`config.mk`:
```
export PLATFORM = sky130hd
export DESIGN_NAME = usart_sync_master_receive
export DESIGN_NICKNAME = d
export VERILOG_FILES = /design/src/usart_rx_pkg.sv /design/src/baud_tick_gen.sv /design/src/usart_sync_master_receive.sv
export VERILOG_INCLUDE_DIRS = /design/src /design/src/src
export SDC_FILE = /design/constraint.sdc
export NUM_CORES = 1
export LEC_CHECK = 0
export BUFFER_PORTS_ARGS = -buffer_cell sky130_fd_sc_hd__buf_2
export CAP_MARGIN = 15
export CORE_MARGIN = 3
export CORE_UTILIZATION = 50
export CTS_BUF_LIST = sky130_fd_sc_hd__clkbuf_2
export DETAILED_ROUTE_END_ITERATION = 7
export PLACE_DENSITY = 0.77
export SLEW_MARGIN = 30
export SYNTH_ARGS = -nofsm -noshare
export SYNTH_HDL_FRONTEND = slang
export SYNTH_SLANG_ARGS = --single-unit
```
`constraint.sdc`:
```
create_clock -name clk_sys -period 2.1 [get_ports clk_sys]
set_input_delay 0.315 -clock clk_sys [delete_from_list [all_inputs] [get_ports clk_sys]]
set_output_delay 0.315 -clock clk_sys [all_outputs]
set_load 0.02 [all_outputs]
```
`src/usart_rx_defines.svh`:
```
// register map, field positions and reset values of the receiver
// assumes a 32-bit classic wishbone bus, byte address = 4 * index
`ifndef USART_RX_DEFINES_SVH
`define USART_RX_DEFINES_SVH

// ****************************************
// register indices
// ****************************************
`define RSC_IDX      6'h13
`define RXD_IDX      6'h14
`define TSC_IDX      6'h15
`define TXB_IDX      6'h16
`define BDV_IDX      6'h17
`define BANK1_OFS    6'h20
`define PFR_IDX      6'h16
`define PER_IDX      6'h17

// ****************************************
// field positions
// ****************************************
`define PORT_EN_BIT  7
`define NINE_SEL_BIT 6
`define SINGLE_BIT   5
`define CONT_BIT     4
`define CSM_BIT      7
`define TX_NINE_BIT  6
`define TX_ENA_BIT   5
`define SYNC_BIT     4
`define TX_NINTH_BIT 0
`define RCV_IE_BIT   0

// ****************************************
// reset values and sizes
// ****************************************
`define PFR_RST      8'h02
`define PER_RST      8'h00
`define BDV_RST      8'h03
`define FIFO_DEPTH   2'h2

`endif

```
`src/usart_rx_pkg.sv`:
```
// types shared by the receiver and its bus
// assumes the defines header supplies the numbers
package usart_rx_pkg;

  typedef struct packed
  {
    logic        framing_error;
    logic        ninth;
    logic [7:0]  data;
  } rx_entry_s;

  typedef struct packed
  {
    logic        cyc;
    logic        stb;
    logic        we;
    logic [7:0]  adr;
    logic [3:0]  sel;
    logic [31:0] dat;
  } wb_req_s;

  typedef enum logic [0:0]
  {
    rx_idle  = 1'b0,
    rx_shift = 1'b1
  } rx_state_e;

endpackage

```
`src/baud_tick_gen.sv`:
```
// baud divider: one-cycle tick every divisor+1 clocks
// assumes run low holds it at the start of a period
`timescale 1ns/1ns
module baud_tick_gen
(
  input  wire logic       clk_sys,
  input  wire logic       reset,
  input  wire logic       run,
  input  wire logic [7:0] divisor,
  output logic            tick
);
  logic [7:0] count;

  always_ff @(posedge clk_sys)
  begin
    if (reset || !run)
    begin
      count <= 8'h00;
      tick  <= 1'b0;
    end
    else if (count == divisor)
    begin
      count <= 8'h00;
      tick  <= 1'b1;
    end
    else
    begin
      count <= count + 8'h01;
      tick  <= 1'b0;
    end
  end
endmodule

```
`src/usart_sync_master_receive.sv`:
```
// synchronous master receiver with two-entry fifo and registers
// assumes a classic wishbone master and a slave peer on the pins
//
// Added by the designer: register access over Wishbone.
`timescale 1ns/1ns
`include "usart_rx_defines.svh"
module usart_sync_master_receive
(
  input  wire logic                  clk_sys,
  input  wire logic                  reset,
  input  wire usart_rx_pkg::wb_req_s wb_req,
  output logic                       wb_ack,
  output logic [31:0]                wb_dat_rd,
  output logic                       ck_o,
  output logic                       ck_oe,
  input  wire logic                  dt_i,
  output logic                       dt_o,
  output logic                       dt_oe,
  output logic                       rx_irq
);
  import usart_rx_pkg::*;

  logic            serial_port_enable;
  logic            nine_bit_receive_select;
  logic            single_receive_enable;
  logic            continuous_receive_enable;
  logic            overrun_error_flag;
  logic            clock_source_master;
  logic            sync_mode;
  logic [2:0]      tx_misc;
  logic [7:0]      peripheral_enable_reg;
  logic [7:0]      baud_divisor;
  logic            req_hit;
  logic            wr_en;
  logic            rd_en;
  logic [5:0]      idx;
  logic [7:0]      rd_byte;
  logic            dt_meta;
  logic            dt_s;
  logic            rx_active;
  logic            baud_tick;
  rx_state_e       state;
  logic [3:0]      bit_cnt;
  logic [8:0]      receive_shift_register;
  logic [8:0]      next_shift;
  logic            bit_fall;
  logic            last_bit;
  logic            word_done;
  logic            push;
  logic            pop;
  logic            overrun_evt;
  rx_entry_s       receive_data_fifo [2];
  rx_entry_s       head;
  logic            wr_ptr;
  logic            rd_ptr;
  logic [1:0]      fifo_count;
  logic            receive_flag;

  // ****************************************
  // wishbone slave
  // ****************************************
  assign req_hit = wb_req.cyc & wb_req.stb & ~wb_ack;
  assign wr_en   = req_hit & wb_req.we & wb_req.sel[0];
  assign rd_en   = req_hit & ~wb_req.we;
  assign idx     = wb_req.adr[7:2];

  always_ff @(posedge clk_sys)
  begin
    if (reset)
      wb_ack <= 1'b0;
    else
      wb_ack <= req_hit;
  end

  always_comb
  begin
    rd_byte = 8'h00;
    unique case (idx)
      `RSC_IDX:
        rd_byte = {serial_port_enable, nine_bit_receive_select,
                   single_receive_enable, continuous_receive_enable,
                   1'b0, head.framing_error,
                   overrun_error_flag, head.ninth};
      `RXD_IDX:
        rd_byte = head.data;
      `TSC_IDX:
        rd_byte = {clock_source_master, tx_misc[2:1], sync_mode,
                   3'h1, tx_misc[0]};
      `BDV_IDX:
        rd_byte = baud_divisor;
      `BANK1_OFS + `PFR_IDX:
        rd_byte = {7'h01, receive_flag};
      `BANK1_OFS + `PER_IDX:
        rd_byte = peripheral_enable_reg;
      default:
        rd_byte = 8'h00;
    endcase
  end

  always_ff @(posedge clk_sys)
  begin
    if (reset)
      wb_dat_rd <= 32'h0000_0000;
    else if (rd_en)
      wb_dat_rd <= {24'h00_0000, rd_byte};
  end

  // ****************************************
  // control registers
  // ****************************************
  always_ff @(posedge clk_sys)
  begin
    if (reset)
    begin
      serial_port_enable        <= 1'b0;
      nine_bit_receive_select   <= 1'b0;
      continuous_receive_enable <= 1'b0;
    end
    else if (wr_en && idx == `RSC_IDX)
    begin
      serial_port_enable        <= wb_req.dat[`PORT_EN_BIT];
      nine_bit_receive_select   <= wb_req.dat[`NINE_SEL_BIT];
      continuous_receive_enable <= wb_req.dat[`CONT_BIT];
    end
  end

  // a software write wins over the end-of-word clear
  always_ff @(posedge clk_sys)
  begin
    if (reset)
      single_receive_enable <= 1'b0;
    else if (wr_en && idx == `RSC_IDX)
      single_receive_enable <= wb_req.dat[`SINGLE_BIT];
    else if (word_done)
      single_receive_enable <= 1'b0;
  end

  always_ff @(posedge clk_sys)
  begin
    if (reset)
      overrun_error_flag <= 1'b0;
    else if (overrun_evt)
      overrun_error_flag <= 1'b1;
    else if (wr_en && idx == `RSC_IDX && !wb_req.dat[`CONT_BIT])
      overrun_error_flag <= 1'b0;
  end

  always_ff @(posedge clk_sys)
  begin
    if (reset)
    begin
      clock_source_master <= 1'b0;
      sync_mode           <= 1'b0;
      tx_misc             <= 3'h0;
    end
    else if (wr_en && idx == `TSC_IDX)
    begin
      clock_source_master <= wb_req.dat[`CSM_BIT];
      sync_mode           <= wb_req.dat[`SYNC_BIT];
      tx_misc <= {wb_req.dat[`TX_NINE_BIT], wb_req.dat[`TX_ENA_BIT],
                  wb_req.dat[`TX_NINTH_BIT]};
    end
  end

  always_ff @(posedge clk_sys)
  begin
    if (reset)
      baud_divisor <= `BDV_RST;
    else if (wr_en && idx == `BDV_IDX)
      baud_divisor <= wb_req.dat[7:0];
  end

  always_ff @(posedge clk_sys)
  begin
    if (reset)
      peripheral_enable_reg <= `PER_RST;
    else if (wr_en && idx == `BANK1_OFS + `PER_IDX)
      peripheral_enable_reg <= wb_req.dat[7:0];
  end

  // ****************************************
  // pins and serial clock
  // ****************************************
  always_ff @(posedge clk_sys)
  begin
    if (reset)
    begin
      dt_meta <= 1'b0;
      dt_s    <= 1'b0;
    end
    else
    begin
      dt_meta <= dt_i;
      dt_s    <= dt_meta;
    end
  end

  // single enable counts only as master; slave and async do not run
  assign rx_active = serial_port_enable & sync_mode & clock_source_master
                     & (continuous_receive_enable
                        | single_receive_enable);

  assign dt_o  = 1'b0;
  assign dt_oe = 1'b0;

  always_ff @(posedge clk_sys)
  begin
    if (reset)
      ck_oe <= 1'b0;
    else
      ck_oe <= serial_port_enable & sync_mode
               & clock_source_master;
  end

  baud_tick_gen u_baud
  (
    .clk_sys (clk_sys),
    .reset   (reset),
    .run     (rx_active),
    .divisor (baud_divisor),
    .tick    (baud_tick)
  );

  assign bit_fall  = baud_tick & ck_o;
  assign last_bit  = bit_cnt == (nine_bit_receive_select ? 4'h8 : 4'h7);
  assign word_done = bit_fall & last_bit;

  // ****************************************
  // shift engine
  // ****************************************
  always_ff @(posedge clk_sys)
  begin
    if (reset || !rx_active)
    begin
      state   <= rx_idle;
      ck_o    <= 1'b0;
      bit_cnt <= 4'h0;
    end
    else if (baud_tick)
    begin
      state <= rx_shift;
      ck_o  <= ~ck_o;
      if (ck_o)
        bit_cnt <= last_bit ? 4'h0 : bit_cnt + 4'h1;
    end
  end

  always_comb
  begin
    next_shift          = receive_shift_register;
    next_shift[bit_cnt] = dt_s;
  end

  always_ff @(posedge clk_sys)
  begin
    if (reset || !rx_active)
      receive_shift_register <= 9'h000;
    else if (bit_fall)
      receive_shift_register <= next_shift;
  end

  // ****************************************
  // receive fifo
  // ****************************************
  assign push = word_done && fifo_count != `FIFO_DEPTH
                && !overrun_error_flag;
  assign overrun_evt = word_done && fifo_count == `FIFO_DEPTH;
  assign pop  = rd_en && idx == `RXD_IDX && fifo_count != 2'h0;
  assign head = receive_data_fifo[rd_ptr];
  assign receive_flag = fifo_count != 2'h0;
  assign rx_irq = receive_flag
                  & peripheral_enable_reg[`RCV_IE_BIT];

  always_ff @(posedge clk_sys)
  begin
    if (reset)
    begin
      receive_data_fifo[0] <= '0;
      receive_data_fifo[1] <= '0;
    end
    else if (push)
    begin
      receive_data_fifo[wr_ptr].data  <= next_shift[7:0];
      receive_data_fifo[wr_ptr].ninth <=
        nine_bit_receive_select & next_shift[8];
      receive_data_fifo[wr_ptr].framing_error <= 1'b0;
    end
  end

  always_ff @(posedge clk_sys)
  begin
    if (reset)
    begin
      wr_ptr     <= 1'b0;
      rd_ptr     <= 1'b0;
      fifo_count <= 2'h0;
    end
    else
    begin
      if (push)
        wr_ptr <= ~wr_ptr;
      if (pop)
        rd_ptr <= ~rd_ptr;
      if (push && !pop)
        fifo_count <= fifo_count + 2'h1;
      else if (pop && !push)
        fifo_count <= fifo_count - 2'h1;
    end
  end
endmodule

```
==> impl_results.html <==
<table>
<tr><th>Metric</th><th>Value</th></tr>
<tr><th colspan="2">Run status</th></tr>
<tr><td>Outcome</td><td>finished clean</td></tr>
<tr><th colspan="2">Global route</th></tr>
<tr><td>Wire length of the first global-routing pass</td><td>14500 um</td></tr>
<tr><td>Via count of the first global-routing pass</td><td>3012</td></tr>
<tr><td>Fraction of met1 tracks used by global routing</td><td>25.4%</td></tr>
<tr><td>Routing layer with the top usage in global route</td><td>met2</td></tr>
<tr><td>Met2 track demand over resource</td><td>28.6%</td></tr>
<tr><td>Antenna violations before repair</td><td>0</td></tr>
<tr><td>GR Layer Usage met3</td><td>5.38%</td></tr>
<tr><td>Global-route congestion overflow total</td><td>0</td></tr>
<tr><td>Overall global routing resource usage</td><td>18.8%</td></tr>
<tr><td>Largest net degree at the start of global routing</td><td>34</td></tr>
<tr><th colspan="2">Route</th></tr>
<tr><td>Detailed-routing iteration count for the pre-antenna-repair pass</td><td>4</td></tr>
<tr><td>Post-detailed-route DRC marker count</td><td>0</td></tr>
<tr><td>DR vias/cell</td><td>5.45</td></tr>
<tr><td>DRT iter0 DRCs</td><td>170</td></tr>
<tr><td>Antenna-violating nets left</td><td>0</td></tr>
<tr><td>Final wirelength</td><td>8660 um</td></tr>
<tr><td>Total via count after detailed routing</td><td>3176</td></tr>
<tr><td>Routed length per placed instance</td><td>14.8 um</td></tr>
<tr><th colspan="2">Clocking</th></tr>
<tr><td>Total CTS buffers</td><td>9</td></tr>
<tr><td>Buffer cell driving the clock tree root</td><td>sky130_fd_sc_hd__clkbuf_2</td></tr>
<tr><td># H-tree levels</td><td>3</td></tr>
<tr><td>Clock tree from TritonCTS</td><td>built</td></tr>
<tr><td>Largest buffer count on any clock path</td><td>2</td></tr>
<tr><td>Clock slew seen by the registers of the worst setup and hold paths</td><td>0.23 ns</td></tr>
<tr><td>Number of gates resized after CTS</td><td>0</td></tr>
<tr><td>Worst-Skew Late Latency</td><td>0.54 ns</td></tr>
<tr><td>Sink count of the clock tree</td><td>84</td></tr>
<tr><th colspan="2">Synth</th></tr>
<tr><td>Seq/Total Area, Yosys</td><td>44.6%</td></tr>
<tr><td>Cell Area, Synth</td><td>4170 sq um</td></tr>
<tr><td>Flip-flop and latch count after synthesis</td><td>84</td></tr>
<tr><td>Number of enable flip-flop cells after synthesis</td><td>18</td></tr>
<tr><td>Average size of a mapped cell</td><td>9.63 sq um</td></tr>
<tr><td>Proportion of synthesized flip-flops having asynchronous set or reset</td><td>0%</td></tr>
<tr><td>Yosys synthesis warning count</td><td>0</td></tr>
<tr><td>Prevailing post-synth register cell</td><td>sky130_fd_sc_hd__dfxtp_1</td></tr>
<tr><td>Distinct cell type count of the synthesized netlist</td><td>60</td></tr>
<tr><td>Number of instances in the synthesized netlist</td><td>433</td></tr>
<tr><th colspan="2">Power</th></tr>
<tr><td>Total internal power</td><td>1900 uW</td></tr>
<tr><td>Total power per unit cell area</td><td>576 nW/um^2</td></tr>
<tr><td>Proportion of power drawn by the clock network</td><td>27.7%</td></tr>
<tr><td>Leakage</td><td>0.00171 uW</td></tr>
<tr><td>Switching part of the total power</td><td>27.2%</td></tr>
<tr><td>Power share of the combinational group</td><td>7.7%</td></tr>
<tr><td>Largest vdd supply drop</td><td>328 uV</td></tr>
<tr><td>Switching pwr</td><td>709 uW</td></tr>
<tr><td>Relative contribution of sequential cells to total power</td><td>64.6%</td></tr>
<tr><th colspan="2">STA</th></tr>
<tr><td>Post-Route Setup TNS</td><td>0 ns</td></tr>
<tr><td>Achievable frequency</td><td>514 MHz</td></tr>
<tr><td>Worst setup skew after layout</td><td>0.0229 ns</td></tr>
<tr><td>Number of endpoints failing setup at the final stage</td><td>0</td></tr>
<tr><td>Worst Slack Setup Final</td><td>0.153 ns</td></tr>
<tr><td>Final cycle utilization of the critical path</td><td>92.7%</td></tr>
<tr><td>Pins Over Slew Limit</td><td>0</td></tr>
<tr><td>Crit path time final</td><td>1.95 ns</td></tr>
<tr><td>Final Hold Viols</td><td>0</td></tr>
<tr><td>RSZ-0062 raised after global routing</td><td>no</td></tr>
<tr><th colspan="2">Die</th></tr>
<tr><td>Y dimension of the die</td><td>97.3 um</td></tr>
<tr><td>Ports</td><td>88</td></tr>
<tr><td>Row count</td><td>32</td></tr>
<tr><td>Horizontal die dimension</td><td>97.3 um</td></tr>
<tr><td>Die area</td><td>9480 sq um</td></tr>
<tr><td>Effective utilization at floorplan</td><td>52.6%</td></tr>
<tr><td>Core box area</td><td>7930 sq um</td></tr>
<tr><th colspan="2">Setup path</th></tr>
<tr><td>Critical Path AT</td><td>2.44 ns</td></tr>
<tr><td>Worst Path Class, Setup</td><td>reg -&gt; reg</td></tr>
<tr><td>Critical path data required time</td><td>2.59 ns</td></tr>
<tr><td>Worst reg2reg path depth</td><td>6</td></tr>
<tr><td>Startpoint kind of the worst setup timing path</td><td>flop</td></tr>
<tr><td>Type of element capturing the critical path</td><td>flop</td></tr>
<tr><td>Highest fanout seen on the critical path</td><td>5</td></tr>
<tr><th colspan="2">Cells and area</th></tr>
<tr><td>Inserted Diodes</td><td>0</td></tr>
<tr><td>Share of post-route cells with drive strength above 1</td><td>18.1%</td></tr>
<tr><td>Storage element area</td><td>1860 sq um</td></tr>
<tr><td># nets final</td><td>532</td></tr>
<tr><td>Largest registers</td><td>receive_data_fifo x18, receive_shift_register x9</td></tr>
<tr><td>Flip-flop count of the largest register after layout</td><td>18</td></tr>
<tr><td>Filler cells</td><td>701</td></tr>
<tr><td>Relative area change from synthesis to final layout</td><td>8.40%</td></tr>
<tr><td>Largest Register</td><td>receive_data_fifo</td></tr>
<tr><td>Total area of multi-input combinational cells</td><td>2090 sq um</td></tr>
<tr><th colspan="2">Flow run</th></tr>
<tr><td>Count of maximum capacitance violations</td><td>0</td></tr>
<tr><th colspan="2">Place</th></tr>
<tr><td>I/O Buffers</td><td>32</td></tr>
<tr><td>Placer Congestion</td><td>0.870</td></tr>
<tr><td>Half-perimeter wire length after detailed placement</td><td>6350 um</td></tr>
<tr><td>Pre-CTS WS</td><td>0.0531 ns</td></tr>
<tr><th colspan="2">Min path</th></tr>
<tr><td>Class of the tightest hold or removal check</td><td>in -&gt; reg</td></tr>
<tr><td>Worst hold stages</td><td>3</td></tr>
</table>
final timing paths:
check / start / to / slack [ns]
worst min register to register: dt_meta / dt_s / 0.46
worst max register to register: wb_ack / fifo_count[1] / 0.15
worst min-delay path: wb_req[6] / tx_misc[2] / 0.05
worst max-delay path: wb_ack / fifo_count[1] / 0.15
synthesized netlist by cell type, drive strengths merged, types with 2 or more instances:
cell | instances | share of area [%]
xor2 | 16 | 3.4
a21bo | 5 | 1.2
nand4 | 3 | 0.45
clkbuf | 13 | 1.2
o22ai | 3 | 0.60
o21ai | 3 | 0.36
nand3 | 16 | 1.9
a311oi | 6 | 1.3
o211ai | 4 | 0.72
nand3b | 4 | 1.0
inv | 7 | 0.63
nor4 | 5 | 1.8
or3 | 3 | 0.45
ha | 6 | 1.8
a22o | 2 | 0.42
a211oi | 8 | 1.4
edfxtp | 18 | 13
nor3 | 5 | 0.72
nand2 | 25 | 2.2
dfxtp | 66 | 32
a211o | 3 | 0.69
nand4b | 2 | 0.42
nor2 | 77 | 6.9
xnor2 | 3 | 0.63
nand2b | 4 | 0.60
mux2 | 5 | 1.3
a22oi | 4 | 0.72
mux2i | 34 | 8.2
buf | 32 | 5.7
a21oi | 18 | 2.2
a221oi | 2 | 0.42
nand4bb | 2 | 0.66
and3 | 3 | 0.45
nor2b | 8 | 1.2
power groups by stage:
stage	logic (uW)	clock network (uW)	registers, uW
after floorplan	167	0	1720
after global placement	188	0	1720
after detailed placement	190	0	1720
after CTS	198	730	1690
after global routing	217	807	1690
final	200	721	1690
kinds of logic (layout without fill, tap and decap cells):
logic type | Yosys count | count (layout) | synth area share [%]
other | 1 | 26 | 0.0899
and+or+nand+nor | 165 | 165 | 20.8
muxes | 39 | 39 | 9.51
AOI/OAI and AO/OA | 66 | 66 | 11.7
adders and majority gates | 6 | 6 | 1.80
xor gates and xnor gates | 19 | 19 | 3.99
buffers and inverters | 53 | 76 | 7.56
DFF | 84 | 84 | 44.6
placed cells by master, fill, tap and decap left out, types with 7 or more instances in the layout:
cell	netlist	final
sky130_fd_sc_hd__nor2_1	77	77
sky130_fd_sc_hd__a211oi_1	8	8
sky130_fd_sc_hd__nand3_1	16	16
sky130_fd_sc_hd__a21oi_1	18	18
sky130_fd_sc_hd__conb_1	1	26
sky130_fd_sc_hd__xor2_1	16	16
sky130_fd_sc_hd__buf_4	31	15
sky130_fd_sc_hd__edfxtp_1	18	18
sky130_fd_sc_hd__buf_2	0	32
sky130_fd_sc_hd__mux2i_1	34	34
sky130_fd_sc_hd__nand2_1	25	25
sky130_fd_sc_hd__inv_1	7	7
sky130_fd_sc_hd__clkbuf_2	0	10
sky130_fd_sc_hd__nor2b_1	8	8
sky130_fd_sc_hd__dfxtp_1	66	66
worst max-delay path: stages, from the launching register on:
cell and delay (ns):
sky130_fd_sc_hd__dfxtp_1 0.38, sky130_fd_sc_hd__nor4bb_1 0.30, sky130_fd_sc_hd__buf_4 0.20, sky130_fd_sc_hd__o2111ai_1 0.17, sky130_fd_sc_hd__ha_1 0.37, sky130_fd_sc_hd__or3_1 0.35, sky130_fd_sc_hd__a21oi_1 0.14
final cells by class:
class                      count  area share (%)
inverter                       8           0.664
clock buffer                  10            1.11
sequential                    84            41.2
clock inverter                 6           0.913
tap                          102            2.82
multi-input combinational    321            46.2
timing repair buffer          52            7.14
metrics by stage:
step	area [sq um]	util [%]	instances	power, uW	hold WS (ns)
3_5_place_dp	4370	55.2	561	1910	0.436
5_1_grt	4520	57.0	583	2710	0.0298
3_3_place_gp	4370	55.2	561	1900	0.423
6_report	4520	57.0	583	2610	0.0527
2_1_floorplan	4270	-	458	1890	0.414
4_1_cts	4510	56.9	582	2610	0.0307
repair_timing:
action / in CTS / in global routing
endpoints found under the hold margin: 7 / 0
setup endpoints to repair: 0 / 1
setup buffers: 0 / 1
hold buffers: 5 / 0
metal layers:
metal  up-vias  share of wire (%)
li1       1562                  -
met2       107                 44
met3        16                6.7
met1      1491                 46
met4         0                2.4
met5         -                  0
Power figures use the tool's default switching activity.
